### config.mk
export PLATFORM = sky130hd
export DESIGN_NAME = disk_task_file
export DESIGN_NICKNAME = d
export VERILOG_FILES = /design/src/hw/disk_tf_pkg.sv /design/src/hw/task_byte_pair.sv /design/src/hw/reset_sequencer.sv /design/src/hw/disk_task_file.sv
export SDC_FILE = /design/constraint.sdc
export NUM_CORES = 1
export LEC_CHECK = 0
export ABC_AREA = 1
export BUFFER_PORTS_ARGS = -buffer_cell sky130_fd_sc_hd__buf_2
export CORE_MARGIN = 2
export CORE_UTILIZATION = 52
export CTS_CLUSTER_DIAMETER = 40
export DETAILED_ROUTE_END_ITERATION = 12
export GPL_TIMING_DRIVEN = 0
export PLACE_DENSITY_LB_ADDON = 0.12
export SLEW_MARGIN = 10
export SYNTH_ARGS = -nofsm -noshare
export SYNTH_HDL_FRONTEND = slang
export SYNTH_SLANG_ARGS = --single-unit
### constraint.sdc
create_clock -name clk_i -period 2.1 [get_ports clk_i]
set_clock_uncertainty 0.2 [all_clocks]
set_input_delay 0.21 -clock clk_i [delete_from_list [all_inputs] [get_ports clk_i]]
set_output_delay 0.21 -clock clk_i [all_outputs]
set_load 0.1 [all_outputs]
### src/hw/disk_tf_pkg.sv
// Summary of operation
// - low byte: bits 0-7, previous 24-31
// - mid byte: bits 8-15, previous 32-39
// - high byte: bits 16-23, previous 40-47
// - zero count means 256 or 65536
// - count reads remaining sectors at completion
// - status bit order, corrected/index read zero
// - status updated on error and completion
// - status read acknowledges pending interrupt
// - busy: any read returns status
// - ready low until device accepts commands
// - fault set on write fault, read clears
// - seek flag drops, rises, freezes after error
// - seek flag set in standby or sleep
// - error set on failure, cleared next command
// - soft reset is control bit set then cleared
// - abort host, flush cache, POR-only diagnostics
// - standby timer reset by POR, link reset
// - reset in sleep goes to standby
// - soft reset reverts parameters if enabled
// - reset loads default task file values
// - diagnostic codes 01h to 05h
package disk_tf_pkg;

	// Register select codes on the shadow register port
	localparam logic [3:0] REG_FEAT_ERR  = 4'h1;
	localparam logic [3:0] REG_COUNT     = 4'h2;
	localparam logic [3:0] REG_LOW       = 4'h3;
	localparam logic [3:0] REG_MID       = 4'h4;
	localparam logic [3:0] REG_HIGH      = 4'h5;
	localparam logic [3:0] REG_DEVICE    = 4'h6;
	localparam logic [3:0] REG_CMD_STAT  = 4'h7;
	localparam logic [3:0] REG_CTRL_ALT  = 4'h8;

	// Reset values
	localparam logic [7:0] RST_COUNT     = 8'h01;
	localparam logic [7:0] RST_LOW       = 8'h01;
	localparam logic [7:0] RST_MID       = 8'h00;
	localparam logic [7:0] RST_HIGH      = 8'h00;
	localparam logic [7:0] RST_DEVICE    = 8'h00;
	localparam logic [7:0] RST_STATUS    = 8'h50;
	localparam logic [7:0] RST_CTRL      = 8'h08;
	localparam logic [7:0] RST_TIMER     = 8'h00;

	// Diagnostic codes
	localparam logic [7:0] DIAG_OK       = 8'h01;
	localparam logic [7:0] DIAG_FORMAT   = 8'h02;
	localparam logic [7:0] DIAG_BUFFER   = 8'h03;
	localparam logic [7:0] DIAG_ECC      = 8'h04;
	localparam logic [7:0] DIAG_CPU      = 8'h05;

	// Set-features subcommands and opcode
	localparam logic [7:0] FEAT_REVERT_ON  = 8'hcc;
	localparam logic [7:0] FEAT_REVERT_OFF = 8'h66;
	localparam logic [7:0] CMD_SET_FEATURES = 8'hef;

	// Status bit positions
	localparam int unsigned ST_BUSY  = 7;
	localparam int unsigned ST_READY = 6;
	localparam int unsigned ST_FAULT = 5;
	localparam int unsigned ST_SEEK  = 4;
	localparam int unsigned ST_DREQ  = 3;
	localparam int unsigned ST_CORRECTED_DATA_FLAG  = 2;
	localparam int unsigned ST_INDEX = 1;
	localparam int unsigned ST_ERROR = 0;

	// Device control bit positions
	localparam int unsigned CTL_HOB  = 7;
	localparam int unsigned CTL_SOFT_RESET_BIT = 2;
	localparam int unsigned CTL_NIEN = 1;

	// Zero-count meanings, 28-bit and 48-bit
	localparam logic [16:0] ZERO_CNT_28 = 17'h00100;
	localparam logic [16:0] ZERO_CNT_48 = 17'h10000;

	typedef enum logic [3:0] {
		PM_ACTIVE  = 4'b0001,
		PM_IDLE    = 4'b0010,
		PM_STANDBY = 4'b0100,
		PM_SLEEP   = 4'b1000
	} pwr_mode_e;

	typedef enum logic [2:0] {
		RS_IDLE  = 3'b001,
		RS_FLUSH = 3'b010,
		RS_INIT  = 3'b100
	} rst_state_e;

	typedef struct packed {
		logic [3:0] addr;
		logic       wr;
		logic       rd;
		logic [7:0] wdata;
	} host_acc_s;

	typedef struct packed {
		logic        done;
		logic        err;
		logic        ext48;
		logic [47:0] logical_block_address;
		logic [15:0] remain;
		logic [7:0]  error_bits;
	} cmd_result_s;

endpackage : disk_tf_pkg

### src/hw/task_byte_pair.sv
// Current and previous byte of one task-file register
module task_byte_pair #(
	parameter logic [7:0] INIT = 8'h00
) (
	input  wire logic       clk_i,
	input  wire logic       nrst_i,
	input  wire logic       init_i,
	input  wire logic       wr_i,
	input  wire logic [7:0] wdata_i,
	input  wire logic       load_i,
	input  wire logic       load_prev_i,
	input  wire logic [7:0] cur_i,
	input  wire logic [7:0] prev_i,
	output logic [7:0]      cur_o,
	output logic [7:0]      prev_o
);
	logic [7:0] cur_d, cur_q;
	logic [7:0] prev_d, prev_q;

	// Host writes push the old byte down; completion reloads the current byte, and the previous one only when load_prev_i is set
	always_comb begin
		cur_d  = cur_q;
		prev_d = prev_q;
		if (init_i) begin
			cur_d  = INIT;
			prev_d = INIT;
		end else if (load_i) begin
			cur_d = cur_i;
			if (load_prev_i) begin
				prev_d = prev_i;
			end
		end else if (wr_i) begin
			prev_d = cur_q;
			cur_d  = wdata_i;
		end
	end

	always_ff @(posedge clk_i or negedge nrst_i) begin
		if (!nrst_i) begin
			cur_q  <= INIT;
			prev_q <= INIT;
		end else begin
			cur_q  <= cur_d;
			prev_q <= prev_d;
		end
	end

	assign cur_o  = cur_q;
	assign prev_o = prev_q;
endmodule : task_byte_pair

### src/hw/reset_sequencer.sv
// Link and software reset sequencing
module reset_sequencer
	import disk_tf_pkg::*;
(
	input  wire logic clk_i,
	input  wire logic nrst_i,
	input  wire logic link_rst_i,
	input  wire logic soft_rst_i,
	input  wire logic cache_clean_i,
	output logic      abort_host_o,
	output logic      abort_dev_o,
	output logic      init_o,
	output logic      soft_o,
	output logic      active_o
);
	rst_state_e st_d, st_q;
	logic       ah_d, ah_q, ad_d, ad_q, in_d, in_q, sf_d, sf_q;

	// Host side aborts at once; internal work waits for the cache
	always_comb begin
		st_d = st_q;
		ah_d = 1'b0;
		ad_d = 1'b0;
		in_d = 1'b0;
		sf_d = sf_q;
		case (st_q)
			RS_IDLE: begin
				if (link_rst_i || soft_rst_i) begin
					st_d = RS_FLUSH;
					ah_d = 1'b1;
					sf_d = soft_rst_i && !link_rst_i;
				end
			end
			RS_FLUSH: begin
				if (cache_clean_i) begin
					st_d = RS_INIT;
					ad_d = 1'b1;
				end
			end
			RS_INIT: begin
				st_d = RS_IDLE;
				in_d = 1'b1;
			end
			default: st_d = RS_IDLE;
		endcase
	end

	always_ff @(posedge clk_i or negedge nrst_i) begin
		if (!nrst_i) begin
			st_q <= RS_IDLE;
			ah_q <= 1'b0;
			ad_q <= 1'b0;
			in_q <= 1'b0;
			sf_q <= 1'b0;
		end else begin
			st_q <= st_d;
			ah_q <= ah_d;
			ad_q <= ad_d;
			in_q <= in_d;
			sf_q <= sf_d;
		end
	end

	assign abort_host_o = ah_q;
	assign abort_dev_o  = ad_q;
	assign init_o       = in_q;
	assign soft_o       = sf_q;
	assign active_o     = (st_q != RS_IDLE);
endmodule : reset_sequencer

### src/hw/disk_task_file.sv
// Device-side command-block registers, status and reset handling
module disk_task_file
	import disk_tf_pkg::*;
(
	input  wire logic              clk_i,
	input  wire logic              nrst_i,
	input  disk_tf_pkg::host_acc_s host_i,
	output logic [7:0]             rdata_o,
	output logic                   intrq_o,
	output logic                   busy_o,
	input  wire logic              link_rst_i,
	output logic                   cmd_valid_o,
	output logic [7:0]             cmd_code_o,
	output logic [47:0]            lba_o,
	output logic [16:0]            xfer_count_o,
	input  disk_tf_pkg::cmd_result_s result_i,
	input  wire logic              ready_i,
	input  wire logic              data_req_i,
	input  wire logic              write_fault_i,
	input  wire logic              seek_start_i,
	input  wire logic              seek_settled_i,
	input  wire logic              pwr_set_i,
	input  disk_tf_pkg::pwr_mode_e pwr_mode_i,
	output disk_tf_pkg::pwr_mode_e pwr_mode_o,
	input  wire logic              diag_done_i,
	input  wire logic [7:0]        diag_code_i,
	output logic                   diag_run_o,
	input  wire logic              cache_clean_i,
	output logic                   abort_host_o,
	output logic                   abort_dev_o,
	output logic                   revert_o,
	input  wire logic              timer_load_i,
	input  wire logic [7:0]        timer_value_i,
	output logic [7:0]             standby_timer_o
);
	import disk_tf_pkg::*;

	// Transfer length of a count value, zero meaning the maximum
	function automatic logic [16:0] xfer_len(input logic [15:0] cnt,
	                                         input logic        ext48);
		logic [16:0] len;
		len = {1'b0, cnt};
		if (ext48 && cnt == 16'h0000) begin
			len = ZERO_CNT_48;
		end else if (!ext48 && cnt[7:0] == 8'h00) begin
			len = ZERO_CNT_28;
		end else if (!ext48) begin
			len = {9'h000, cnt[7:0]};
		end
		return len;
	endfunction : xfer_len

	logic        busy_d, busy_q;
	logic        ready_d, ready_q;
	logic        fault_d, fault_q;
	logic        seek_d, seek_q;
	logic        settled_d, settled_q;
	logic        frozen_d, frozen_q;
	logic        err_d, err_q;
	logic        irq_d, irq_q;
	logic [7:0]  ctrl_d, ctrl_q;
	logic [7:0]  dev_d, dev_q;
	logic [7:0]  feat_d, feat_q;
	logic [7:0]  error_d, error_q;
	logic [7:0]  diag_d, diag_q;
	logic [7:0]  cmd_d, cmd_q;
	logic        cmdv_d, cmdv_q;
	logic        rev_en_d, rev_en_q;
	logic        rev_d, rev_q;
	logic        por_d, por_q;
	logic        drun_d, drun_q;
	logic [7:0]  timer_d, timer_q;
	logic [7:0]  rdata_d, rdata_q;
	pwr_mode_e   pm_d, pm_q;
	logic [7:0]  status;
	logic        stat_rd, cmd_wr, soft_reset_bit_fall, soft_reset_bit_rise;
	logic        seq_init, seq_soft, seq_active;
	logic        error_event, task_init;
	logic [3:0]  pair_wr;
	logic [7:0]  pair_cur [4];
	logic [7:0]  pair_prev [4];
	logic [7:0]  load_cur [4];
	logic [7:0]  load_prev [4];

	// Status byte; corrected and index are tied low
	assign status = {busy_q, ready_q, fault_q, seek_q,
	                 data_req_i, 1'b0, 1'b0, err_q};

	// Host strobes; writes are dropped while busy, except device control
	assign stat_rd   = host_i.rd && host_i.addr == REG_CMD_STAT;
	assign cmd_wr    = host_i.wr && !busy_q &&
	                   host_i.addr == REG_CMD_STAT;
	assign soft_reset_bit_rise = host_i.wr && host_i.addr == REG_CTRL_ALT &&
	                   host_i.wdata[CTL_SOFT_RESET_BIT] && !ctrl_q[CTL_SOFT_RESET_BIT];
	assign soft_reset_bit_fall = host_i.wr && host_i.addr == REG_CTRL_ALT &&
	                   !host_i.wdata[CTL_SOFT_RESET_BIT] &&
	                   ctrl_q[CTL_SOFT_RESET_BIT];
	assign error_event = write_fault_i || (result_i.done && result_i.err);
	assign task_init   = seq_init;

	reset_sequencer u_seq (
		.clk_i         (clk_i),
		.nrst_i        (nrst_i),
		.link_rst_i    (link_rst_i),
		.soft_rst_i    (soft_reset_bit_fall),
		.cache_clean_i (cache_clean_i),
		.abort_host_o  (abort_host_o),
		.abort_dev_o   (abort_dev_o),
		.init_o        (seq_init),
		.soft_o        (seq_soft),
		.active_o      (seq_active)
	);

	// Completion values for the four byte pairs
	always_comb begin
		load_cur[0]  = result_i.remain[7:0];
		load_prev[0] = result_i.remain[15:8];
		load_cur[1]  = result_i.logical_block_address[7:0];
		load_prev[1] = result_i.logical_block_address[31:24];
		load_cur[2]  = result_i.logical_block_address[15:8];
		load_prev[2] = result_i.logical_block_address[39:32];
		load_cur[3]  = result_i.logical_block_address[23:16];
		load_prev[3] = result_i.logical_block_address[47:40];
	end

	// One write strobe per pair, in register select order
	always_comb begin
		for (int i = 0; i < 4; i++) begin
			pair_wr[i] = host_i.wr && !busy_q &&
			             host_i.addr == REG_COUNT + 4'(i);
		end
	end

	for (genvar g = 0; g < 4; g++) begin : g_pair
		task_byte_pair #(
			.INIT ((g == 0) ? RST_COUNT : (g == 1) ? RST_LOW :
			       (g == 2) ? RST_MID : RST_HIGH)
		) u_pair (
			.clk_i       (clk_i),
			.nrst_i      (nrst_i),
			.init_i      (task_init),
			.wr_i        (pair_wr[g]),
			.wdata_i     (host_i.wdata),
			.load_i      (result_i.done),
			.load_prev_i (result_i.ext48),
			.cur_i       (load_cur[g]),
			.prev_i      (load_prev[g]),
			.cur_o       (pair_cur[g]),
			.prev_o      (pair_prev[g])
		);
	end

	// Status flags
	always_comb begin
		busy_d   = busy_q;
		ready_d  = ready_i;
		fault_d  = fault_q;
		seek_d   = seek_q;
		settled_d = settled_q;
		frozen_d = frozen_q;
		err_d    = err_q;
		irq_d    = irq_q;
		if (cmd_wr || soft_reset_bit_rise || link_rst_i) begin
			busy_d = 1'b1;
		end else if (result_i.done || (seq_init && !ctrl_q[CTL_SOFT_RESET_BIT])) begin
			busy_d = 1'b0;
		end else if (!seq_active && !ctrl_q[CTL_SOFT_RESET_BIT] && !por_q &&
		             busy_q && !cmdv_q && soft_reset_bit_fall) begin
			busy_d = 1'b1;
		end
		if (stat_rd) begin
			fault_d  = 1'b0;
			frozen_d = 1'b0;
			irq_d    = 1'b0;
		end
		// A fault or error arriving with the read still wins
		if (write_fault_i) begin
			fault_d = 1'b1;
		end
		if (error_event) begin
			frozen_d = 1'b1;
		end
		// Head state is tracked while frozen so the flag catches up later
		if (seek_start_i) begin
			settled_d = 1'b0;
		end else if (seek_settled_i) begin
			settled_d = 1'b1;
		end
		if (pm_q == PM_STANDBY || pm_q == PM_SLEEP) begin
			seek_d = 1'b1;
		end else if (!frozen_q) begin
			seek_d = settled_d;
		end
		if (cmd_wr) begin
			err_d = 1'b0;
		end else if (result_i.done) begin
			err_d = result_i.err;
		end
		if (result_i.done && !ctrl_q[CTL_NIEN]) begin
			irq_d = 1'b1;
		end
		if (task_init) begin
			fault_d  = 1'b0;
			seek_d   = RST_STATUS[ST_SEEK];
			err_d    = RST_STATUS[ST_ERROR];
			frozen_d = 1'b0;
			irq_d    = 1'b0;
		end
	end

	always_ff @(posedge clk_i or negedge nrst_i) begin
		if (!nrst_i) begin
			busy_q   <= 1'b0;
			ready_q  <= 1'b0;
			fault_q  <= 1'b0;
			seek_q   <= RST_STATUS[ST_SEEK];
			settled_q <= RST_STATUS[ST_SEEK];
			frozen_q <= 1'b0;
			err_q    <= 1'b0;
			irq_q    <= 1'b0;
		end else begin
			busy_q   <= busy_d;
			ready_q  <= ready_d;
			fault_q  <= fault_d;
			seek_q   <= seek_d;
			settled_q <= settled_d;
			frozen_q <= frozen_d;
			err_q    <= err_d;
			irq_q    <= irq_d;
		end
	end

	// Control, device, feature, error and command registers
	always_comb begin
		ctrl_d   = ctrl_q;
		dev_d    = dev_q;
		feat_d   = feat_q;
		error_d  = error_q;
		diag_d   = diag_q;
		cmd_d    = cmd_q;
		cmdv_d   = cmd_wr;
		rev_en_d = rev_en_q;
		rev_d    = 1'b0;
		if (host_i.wr && host_i.addr == REG_CTRL_ALT) begin
			ctrl_d = host_i.wdata;
		end
		if (host_i.wr && !busy_q && host_i.addr == REG_DEVICE) begin
			dev_d = host_i.wdata;
		end
		if (host_i.wr && !busy_q && host_i.addr == REG_FEAT_ERR) begin
			feat_d = host_i.wdata;
		end
		if (cmd_wr) begin
			cmd_d = host_i.wdata;
			if (host_i.wdata == CMD_SET_FEATURES) begin
				if (feat_q == FEAT_REVERT_ON) begin
					rev_en_d = 1'b1;
				end else if (feat_q == FEAT_REVERT_OFF) begin
					rev_en_d = 1'b0;
				end
			end
		end
		if (diag_done_i) begin
			diag_d  = diag_code_i;
			error_d = diag_code_i;
		end
		if (result_i.done) begin
			error_d = result_i.error_bits;
			if (!result_i.ext48) begin
				dev_d[3:0] = result_i.logical_block_address[27:24];
			end
		end
		if (task_init) begin
			dev_d   = RST_DEVICE;
			error_d = diag_q;
			rev_d   = seq_soft && rev_en_q;
		end
	end

	always_ff @(posedge clk_i or negedge nrst_i) begin
		if (!nrst_i) begin
			ctrl_q   <= RST_CTRL;
			dev_q    <= RST_DEVICE;
			feat_q   <= 8'h00;
			error_q  <= DIAG_OK;
			diag_q   <= DIAG_OK;
			cmd_q    <= 8'h00;
			cmdv_q   <= 1'b0;
			rev_en_q <= 1'b0;
			rev_q    <= 1'b0;
		end else begin
			ctrl_q   <= ctrl_d;
			dev_q    <= dev_d;
			feat_q   <= feat_d;
			error_q  <= error_d;
			diag_q   <= diag_d;
			cmd_q    <= cmd_d;
			cmdv_q   <= cmdv_d;
			rev_en_q <= rev_en_d;
			rev_q    <= rev_d;
		end
	end

	// Power mode, standby timer and power-on diagnostics
	always_comb begin
		pm_d    = pm_q;
		timer_d = timer_q;
		por_d   = 1'b0;
		drun_d  = por_q;
		if (pwr_set_i) begin
			pm_d = pwr_mode_i;
		end
		if (abort_host_o && pm_q == PM_SLEEP) begin
			pm_d = PM_STANDBY;
		end
		if (timer_load_i) begin
			timer_d = timer_value_i;
		end
		// Soft reset leaves the timer alone
		if (abort_host_o && !seq_soft) begin
			timer_d = RST_TIMER;
		end
	end

	always_ff @(posedge clk_i or negedge nrst_i) begin
		if (!nrst_i) begin
			pm_q    <= PM_ACTIVE;
			timer_q <= RST_TIMER;
			por_q   <= 1'b1;
			drun_q  <= 1'b0;
		end else begin
			pm_q    <= pm_d;
			timer_q <= timer_d;
			por_q   <= por_d;
			drun_q  <= drun_d;
		end
	end

	// Read mux; a busy device answers every read with status
	always_comb begin
		rdata_d = rdata_q;
		if (host_i.rd) begin
			if (busy_q) begin
				rdata_d = status;
			end else begin
				case (host_i.addr)
					REG_FEAT_ERR: rdata_d = error_q;
					REG_COUNT: rdata_d = ctrl_q[CTL_HOB] ?
					           pair_prev[0] : pair_cur[0];
					REG_LOW: rdata_d = ctrl_q[CTL_HOB] ?
					         pair_prev[1] : pair_cur[1];
					REG_MID: rdata_d = ctrl_q[CTL_HOB] ?
					         pair_prev[2] : pair_cur[2];
					REG_HIGH: rdata_d = ctrl_q[CTL_HOB] ?
					          pair_prev[3] : pair_cur[3];
					REG_DEVICE: rdata_d = dev_q;
					REG_CMD_STAT, REG_CTRL_ALT: rdata_d = status;
					default: rdata_d = 8'h00;
				endcase
			end
		end
	end

	always_ff @(posedge clk_i or negedge nrst_i) begin
		if (!nrst_i) begin
			rdata_q <= 8'h00;
		end else begin
			rdata_q <= rdata_d;
		end
	end

	assign rdata_o         = rdata_q;
	assign intrq_o         = irq_q;
	assign busy_o          = busy_q;
	assign cmd_valid_o     = cmdv_q;
	assign cmd_code_o      = cmd_q;
	assign lba_o           = {pair_prev[3], pair_prev[2], pair_prev[1],
	                          pair_cur[3], pair_cur[2], pair_cur[1]};
	assign xfer_count_o    = xfer_len({pair_prev[0], pair_cur[0]},
	                                  result_i.ext48);
	assign pwr_mode_o      = pm_q;
	assign diag_run_o      = drun_q;
	assign revert_o        = rev_q;
	assign standby_timer_o = timer_q;
endmodule : disk_task_file

==> metrics.cfg, run 1 <==
[detailed_routing]
num_vias = 8498
finalWirelength_um = 27900
first_pass_iters = 6
wl_per_cell_um = 18.5
ant_nets = 0
drc = 0
vias_per_cell = 5.64
drt_iter0_drc = 1010

[flow_run]
maxCapViolations = 0

[sta]
hold_violations = 0
slew_headroom_pct = 47.0
drv_slew = 0
fmax_mhz = 486
holdWs_ps = 13.6
worst_slew_pin_slew_ps = 792
final_min_period_over_clock_period_pct = 98.1
min_period_ps = 2060
setup_viol = 0

[clock_network]
clock_latency_ps = 430
htreeDepth = 4
clk_path_buf_depth = 2
numCtsBuffers = 17
cts_root_buf = clkbuf_16
cts.sinks = 147
cts_tree = done
clk_pin_slew_worst_paths_ps = 60

[yosys]
ys.flop_type = dfrtp_1
ys_warn_count = 0
synthesis.area_um2 = 7440
async_reset_ff_share_pct = 100
synth_area_per_cell_um2 = 7.82
synthCells = 952
synth-seq-cells = 147
yosysUniqueCellTypes = 37
synth_edf_count = 0
yosysSeqAreaShare_pct = 49.6
synth_nets = 1073

[worst_setup_path]
startpoint = g_pair[0].u_pair.cur_o[2]
worstSetupPathType = reg2out
crit_chain = inv_1 > nand4_1 > nor2_2 > nand2_1 > o21ai_2 > buf_6
r2r_setup_slack_ps = 50
cpPeakStageDelay_ps = 420
path_delay_family = flip-flops
rr_worst_depth = 8
cp_num_buf_inv = 2
r2r_end = pwr_mode_o[0]
end_kind = output port
r2r_start = pwr_mode_o[0]
crit_fanout = 3
cp_slowest_cell = dfrtp_1
cp.required_ps = 1690
cp_data_arrival_time_ps = 1650
start_kind = flip-flop

[power]
power_per_cell_area_nw_per_um2 = 1060
power_uw = 11400
p_leak_uw = 0.00538
ir_drop_mv = 1.11

[global_route]
grt-ovfl-total = 0
grt_pass1_vias = 8038
grt_max_degree = 79
grt_usage_pct = 37.0
grt_pass1_wl_um = 42000
antenna_found_initial = 0

[hold_path]
hold_start = result_i[6]
hold_end = error_q[6]
hold_path_depth = 4
hold_class = in2reg

[place]
gp_congestion = 0.957
dp_cells = 1351
portBuffers = 218
dp_hpwl_um = 18600
place_area_um2 = 8800

[final_layout]
final_nets = 1435
instances_no_fill = 1508
fin_area_um2 = 10700
layout-drive-gt1-share_pct = 24.9
syn_to_final_growth_pct = 44.4

[die]
start_util_pct = 53.4
die_area_um2 = 15300
core_um2 = 13900
ios = 221
die_w_um = 124
die_h_um = 124
row_count = 43

[outcome]
status = complete, no violations

## power breakdown
part           switching [uW]  internal, uW
registers                 349          3330
clock network            1240          1900
logic                    3610           992
total                    5210          6220
## layout by cell type (no fill, tap or decap), types with 3 or more instances in the layout
| cell | Yosys | final |
|---|---|---|
| inv_2 | 6 | 5 |
| clkbuf_2 | 0 | 6 |
| buf_1 | 4 | 3 |
| nand4_1 | 12 | 12 |
| dfstp_2 | 11 | 11 |
| clkbuf_1 | 31 | 26 |
| nor2_1 | 90 | 89 |
| o22ai_1 | 28 | 28 |
| a31oi_1 | 30 | 30 |
| dfrtp_1 | 136 | 133 |
| buf_6 | 2 | 5 |
| mux2_2 | 4 | 4 |
| nor3_1 | 8 | 6 |
| nand3_1 | 45 | 45 |
| dfrtp_2 | 0 | 3 |
| o22a_1 | 4 | 4 |
| a21oi_4 | 4 | 4 |
| clkbuf_16 | 0 | 17 |
| nand2_1 | 223 | 216 |
| inv_1 | 101 | 101 |
| buf_2 | 7 | 221 |
| bufinv_16 | 0 | 3 |
| clkinvlp_4 | 0 | 4 |
| dlygate4sd3_1 | 0 | 123 |
| o21ai_1 | 5 | 7 |
| buf_4 | 4 | 5 |
| o21ai_0 | 86 | 83 |
| o211ai_1 | 8 | 8 |
| a21oi_1 | 76 | 76 |
| nand2_2 | 9 | 16 |
| nor2_2 | 4 | 4 |
## cell type report
type                    instances  area (um^2)
well taps                     180          225
fillers                      1038         3190
flip-flops and latches        147         3700
clock buffers                  20          447
inverters                     108          408
diodes                          1         2.50
multi-input cells             649         3180
repair buffers                344         2410
plain buffers                  47          230
clock inverters                12          156
## cells by family after synthesis
group | share of synthesized area (%)
other | 0.0504
multiplexers | 0.605
flip-flops | 49.6
AO/OA/AOI/OAI | 18.5
buffers and inverters | 8.39
AND/OR/NAND/NOR | 22.9
## worst min-delay path: stages
cell     delay (ps)
buf_2           100
nand2_1          60
a21oi_1          70
o22a_1          180
## Yosys cell counts, types with 11 or more instances
master	count	share of area, %
nand3_1	45	3.0
o22ai_1	28	2.4
clkbuf_1	31	1.6
nor2_1	90	4.5
dfstp_2	11	3.9
nand2_1	223	11
inv_1	101	5.1
nand4_1	12	1.0
a21oi_1	76	5.1
dfrtp_1	136	46
a31oi_1	30	2.5
o21ai_0	86	5.8
## metal layers
layer  vias up  GRT usage [%]  share of wire [%]
li1       3871              -                  -
met1      4023           49.7                 39
met2       522           58.0                 48
met3        82           8.93                9.8
met4         0           14.8                3.1
met5         -              0                  0
## sequential cells by signal (all words and copies together) (netlist names), 3 cells and up
signal and count:
cmd_code_o 8, ctrl_q 3, dev_q 8, diag_q 8
error_q 8, feat_q 8, g_pair.u_pair.cur_o 32, g_pair.u_pair.prev_o 32
pwr_mode_o 4, rdata_o 8, standby_timer_o 8, u_seq.st_q 3
## worst max path at each step
stage                     cells past startpoint                          to  slack [ps]
after floorplan                               9  g_pair[2].u_pair.prev_o[6]          50
final                                         6             xfer_count_o[8]          40
after CTS                                     7                  error_q[2]          10
after global placement                        1                      busy_o       -1810
after detailed placement                      8                  rdata_o[2]         -60
after global routing                          8               pwr_mode_o[1]         -50
## per-stage QoR
stage               utilization, %  worst slack (ps)  setup TNS, ps
floorplan                        -              48.9              0
global route                  77.1             -46.3          -89.0
CTS                           76.4              13.8              0
detailed placement            63.2             -60.3           -147
finish                        77.1              40.7              0
global placement              62.9             -1810        -217560
## what timing repair did
item,CTS,global route
setup endpoints to repair,5,64
gates cloned,0,0
pin swaps,0,2
setup buffers,0,1
hold endpoints to repair,198,0
gates resized for setup,3,39
hold buffers,124,0
Power figures use the tool's default switching activity.
==> run 2, diff against run 1 <==
- CORE_MARGIN: 2 -> 8
- CORE_UTILIZATION: 52 -> 50
==> metrics.cfg, run 2 (same netlist as run 1, synthesis figures left out) <==
[die]
die_h_um = 138
ios = 221
die_w_um = 138
start_util_pct = 51.2
core_um2 = 14500
die_area_um2 = 19000
row_count = 44

[global_route]
grt_pass1_wl_um = 45400
grt_usage_pct = 29.6
antenna_found_initial = 5
grt_pass1_vias = 8475
grt-ovfl-total = 0
grt_max_degree = 104

[power]
p_int_uw = 6490
power_uw = 11700
p_switching_uw = 5160
power_per_cell_area_nw_per_um2 = 1080
p_seq_share_pct = 31.5
p_leak_uw = 0.00539
clkPwrFrac_pct = 29.0
combPwrFrac_pct = 39.5
ir_drop_mv = 0.834
swShare_pct = 44.3

[detailed_routing]
num_vias = 8485
routed.top_layer = met4
wl_per_cell_um = 19.2
wl_met1_um = 11500
wl_met2_um = 13500
drt_iter0_drc = 878
ant_nets = 0
finalWirelength_um = 29000
first_pass_iters = 6
met3WireLength_um = 2880
drc = 0
vias_per_cell = 5.60

[place]
gp_congestion = 0.968
place_area_um2 = 8810
portBuffers = 218
dp_hpwl_um = 20300
preCtsSetupSlack_ps = -68.3

[sta]
drv_slew = 0
slew_headroom_pct = 49.5
fmax_mhz = 477
final_min_period_over_clock_period_pct = 99.8
min_period_ps = 2090
holdWs_ps = 14.6
hold_violations = 0
rsz0062_at_grt = true
worst_slew_pin_slew_ps = 755
setup_viol = 0
setup_ws_ps = 5.20

[final_layout]
fillers = 1172
final_nets = 1434
final_cell_mix = buf_2 (220), nand2_1 (220), dfrtp_1 (133), dlygate4sd3_1 (123), inv_1 (100)
multiInputGateArea_um2 = 3150
syn_to_final_growth_pct = 44.5
register_area_um2 = 3700
layout-drive-gt1-share_pct = 24.4
fin_area_um2 = 10800

[flow_run]
maxCapViolations = 0

[hold_path]
hold_path_depth = 4
hold_class = in2reg
hold_start = result_i[5]
hold_end = error_q[5]

[clock_network]
htreeDepth = 4
clock_latency_ps = 430
clk_pin_slew_worst_paths_ps = 60
cts_tree = done
clk_path_buf_depth = 2
cts_root_buf = clkbuf_16
cts.sinks = 147
numCtsBuffers = 17

[worst_setup_path]
cp.required_ps = 2240
rr_worst_depth = 9
r2r_start = busy_o
end_kind = flip-flop
start_kind = flip-flop
r2r_end = g_pair[2].u_pair.prev_o[7]
crit_fanout = 10
worstSetupPathType = reg2reg
cp_data_arrival_time_ps = 2230
r2r_setup_slack_ps = 5
startpoint = busy_o

[outcome]
status = complete, no violations

-- run 2: changes by cell type in the layout (fill, tap and decap cells not counted), sizes merged --
cell / previous run / this run
clkinv: 5 / 3
inv: 108 / 107
bufinv: 3 / 5
clkbuf: 50 / 53
diode: 1 / 5
clkinvlp: 4 / 2
dlymetal6s4s: 1 / 0
-- run 2: worst max-delay path: stages (launching register included) --
cell     delay, ps
dfrtp_2        390
buf_2          170
inv_2          110
nand2_1         90
inv_2          180
nand2_2        150
a21oi_4        270
buf_4          230
nor2_1          70
a31oi_1        150
-- run 2: cell type report --
type	count	area share, %
tap	184	2.14
multi-input combinational	649	29.2
buffer	46	2.07
clock inverter	9	1.66
inverter	108	3.77
clock buffer	23	4.35
timing repair buffer	344	22.3
antenna	5	0.116
sequential	147	34.4
-- run 2: layer usage --
layer	vias up	GRT usage, %
met2	513	47.0
met1	4017	37.3
met3	85	7.19
li1	3870	-
met5	-	0
met4	0	14.2
-- run 2: power by group through the flow --
stage	clock network, uW	logic, uW	registers [uW]
floorplan	0	1330	5650
global placement	0	4240	3690
detailed placement	0	4290	3700
CTS	3380	4540	3660
global route	3490	4830	3730
finish	3380	4600	3680
-- run 2: worst max path at each step --
stage / endpoint / slack [ps] / cells past startpoint
finish: g_pair[2].u_pair.prev_o[7] / 5 / 9
global route: g_pair[2].u_pair.prev_o[7] / -70 / 9
CTS: xfer_count_o[16] / 9 / 5
detailed placement: rdata_o[2] / -70 / 8
global placement: busy_o / -1820 / 1
floorplan: g_pair[2].u_pair.prev_o[6] / 50 / 9
-- run 2: repair_timing --
action | CTS | global route
pin swaps | 0 | 3
gates resized for setup | 4 | 27
hold buffers | 124 | 0
hold endpoints to repair | 266 | 0
setup endpoints to repair | 6 | 43
cloned | 0 | 0
buffers inserted | 0 | 2
-- run 2: per-stage QoR --
step / util [%] / instances / setup TNS, ps
after floorplan: - / 952 / 0
after global placement: 60.3 / 1354 / -217690
after detailed placement: 60.6 / 1355 / -85.8
after CTS: 73.6 / 1510 / 0
after global routing: 74.0 / 1515 / -223
final: 74.0 / 1515 / 0
==> run 3, diff against run 2 <==
- HOLD_SLACK_MARGIN: unset -> 0.03
==> metrics.cfg, run 3 (same netlist as run 1, synthesis figures left out) <==
[outcome]
status = complete, no violations

[detailed_routing]
num_vias = 8517
drt_iter0_drc = 834
routed.top_layer = met4
ant_nets = 0
met3WireLength_um = 2910
vias_per_cell = 5.60
wl_met2_um = 13600
first_pass_iters = 7
finalWirelength_um = 29200
wl_met1_um = 11500
drc = 0
wl_per_cell_um = 19.2

[power]
p_leak_uw = 0.00541
p_switching_uw = 5170
clkPwrFrac_pct = 29.0
p_int_uw = 6500
ir_drop_mv = 0.834
swShare_pct = 44.3
power_per_cell_area_nw_per_um2 = 1080
power_uw = 11700
p_seq_share_pct = 31.5
combPwrFrac_pct = 39.5

[die]
die_w_um = 138
row_count = 44
die_area_um2 = 19000
core_um2 = 14500
ios = 221
start_util_pct = 51.2
die_h_um = 138

[global_route]
antenna_found_initial = 5
grt_usage_pct = 29.7
grt_pass1_vias = 8508
grt_pass1_wl_um = 45500
grt_max_degree = 104
grt-ovfl-total = 0

[final_layout]
layout-drive-gt1-share_pct = 24.5
fillers = 1159
multiInputGateArea_um2 = 3150
utilization_pct = 74.3
final_nets = 1439
syn_to_final_growth_pct = 45.1
register_area_um2 = 3700
final_cell_mix = buf_2 (221), nand2_1 (220), dfrtp_1 (133), dlygate4sd3_1 (126), inv_1 (100)
layout_commonest_cell = buf_2

[sta]
slew_headroom_pct = 50.6
setup_viol = 0
rsz0062_at_grt = true
totalNegativeSetupSlack_ps = 0
setup_ws_ps = 5.74
drv_slew = 0
hold_violations = 0
worst_slew_pin_slew_ps = 739
fmax_mhz = 477
final_min_period_over_clock_period_pct = 99.7
holdWs_ps = 51.3
min_period_ps = 2090

[place]
portBuffers = 218
dp_hpwl_um = 20300
preCtsSetupSlack_ps = -68.3
gp_congestion = 0.968

[hold_path]
hold_class = in2reg

[clock_network]
clock_latency_ps = 430
htreeDepth = 4
clk_pin_slew_worst_paths_ps = 60
cts_root_buf = clkbuf_16
numCtsBuffers = 17
clk_path_buf_depth = 2
cts.sinks = 147
cts_tree = done

[worst_setup_path]
worstSetupPathType = reg2reg
crit_fanout = 10
cp.required_ps = 2240
end_kind = flip-flop
start_kind = flip-flop
cp_data_arrival_time_ps = 2240

[flow_run]
maxCapViolations = 0

[run 3: path summary, 6_finish.rpt]
kind	startpoint	end	slack (ps)	cells after the start
max reg2reg	busy_o	g_pair[2].u_pair.prev_o[7]	6	9
max in group asynchronous	nrst_i	g_pair[1].u_pair.prev_o[0]	790	3
max	busy_o	g_pair[2].u_pair.prev_o[7]	6	9
min reg2reg	drun_d	diag_run_o	190	0
min in group asynchronous	nrst_i	standby_timer_o[5]	60	2
min	host_i[11]	cmd_valid_o	50	3
[run 3: critical path, stage by stage, from the launching register on]
cell and delay [ps]:
dfrtp_2 390, buf_2 170, inv_2 110, nand2_1 90, inv_2 180, nand2_2 140
a21oi_4 280, buf_4 230, nor2_1 70, a31oi_1 140
[run 3: metrics by stage]
| step | cell area, um^2 | instances |
|---|---|---|
| 2_1_floorplan | 7450 | 952 |
| 3_3_place_gp | 8770 | 1354 |
| 3_5_place_dp | 8810 | 1355 |
| 4_1_cts | 10700 | 1513 |
| 5_1_grt | 10800 | 1520 |
| 6_report | 10800 | 1520 |
[run 3: what timing repair did]
item | CTS | global route
pin swaps | 0 | 3
endpoints found under the setup margin | 6 | 44
hold buffers | 127 | 0
setup buffers | 0 | 3
resized for setup | 4 | 27
hold endpoints to repair | 277 | 0
[run 3: layout make-up]
type | count | share of cell area [%]
Clock buffer | 23 | 4.33
Timing Repair Buffer | 348 | 22.6
Clock inverter | 9 | 1.66
Tap cell | 184 | 2.13
Antenna cell | 5 | 0.116
Buffer | 47 | 2.11
Sequential cell | 147 | 34.2
Multi-Input combinational cell | 649 | 29.1
Inverter | 108 | 3.75
[run 3: power by group through the flow]
stage / Combinational, uW / Sequential [uW] / Clock (uW)
after floorplan: 1330 / 5650 / 0
after global placement: 4240 / 3690 / 0
after detailed placement: 4290 / 3700 / 0
after CTS: 4540 / 3660 / 3380
after global routing: 4830 / 3730 / 3490
final: 4610 / 3680 / 3380
[run 3: metal layers]
layer,vias up,GRT usage [%]
li1,3884,-
met1,4013,37.2
met2,524,47.0
met3,96,7.40
met4,0,14.6
met5,-,0
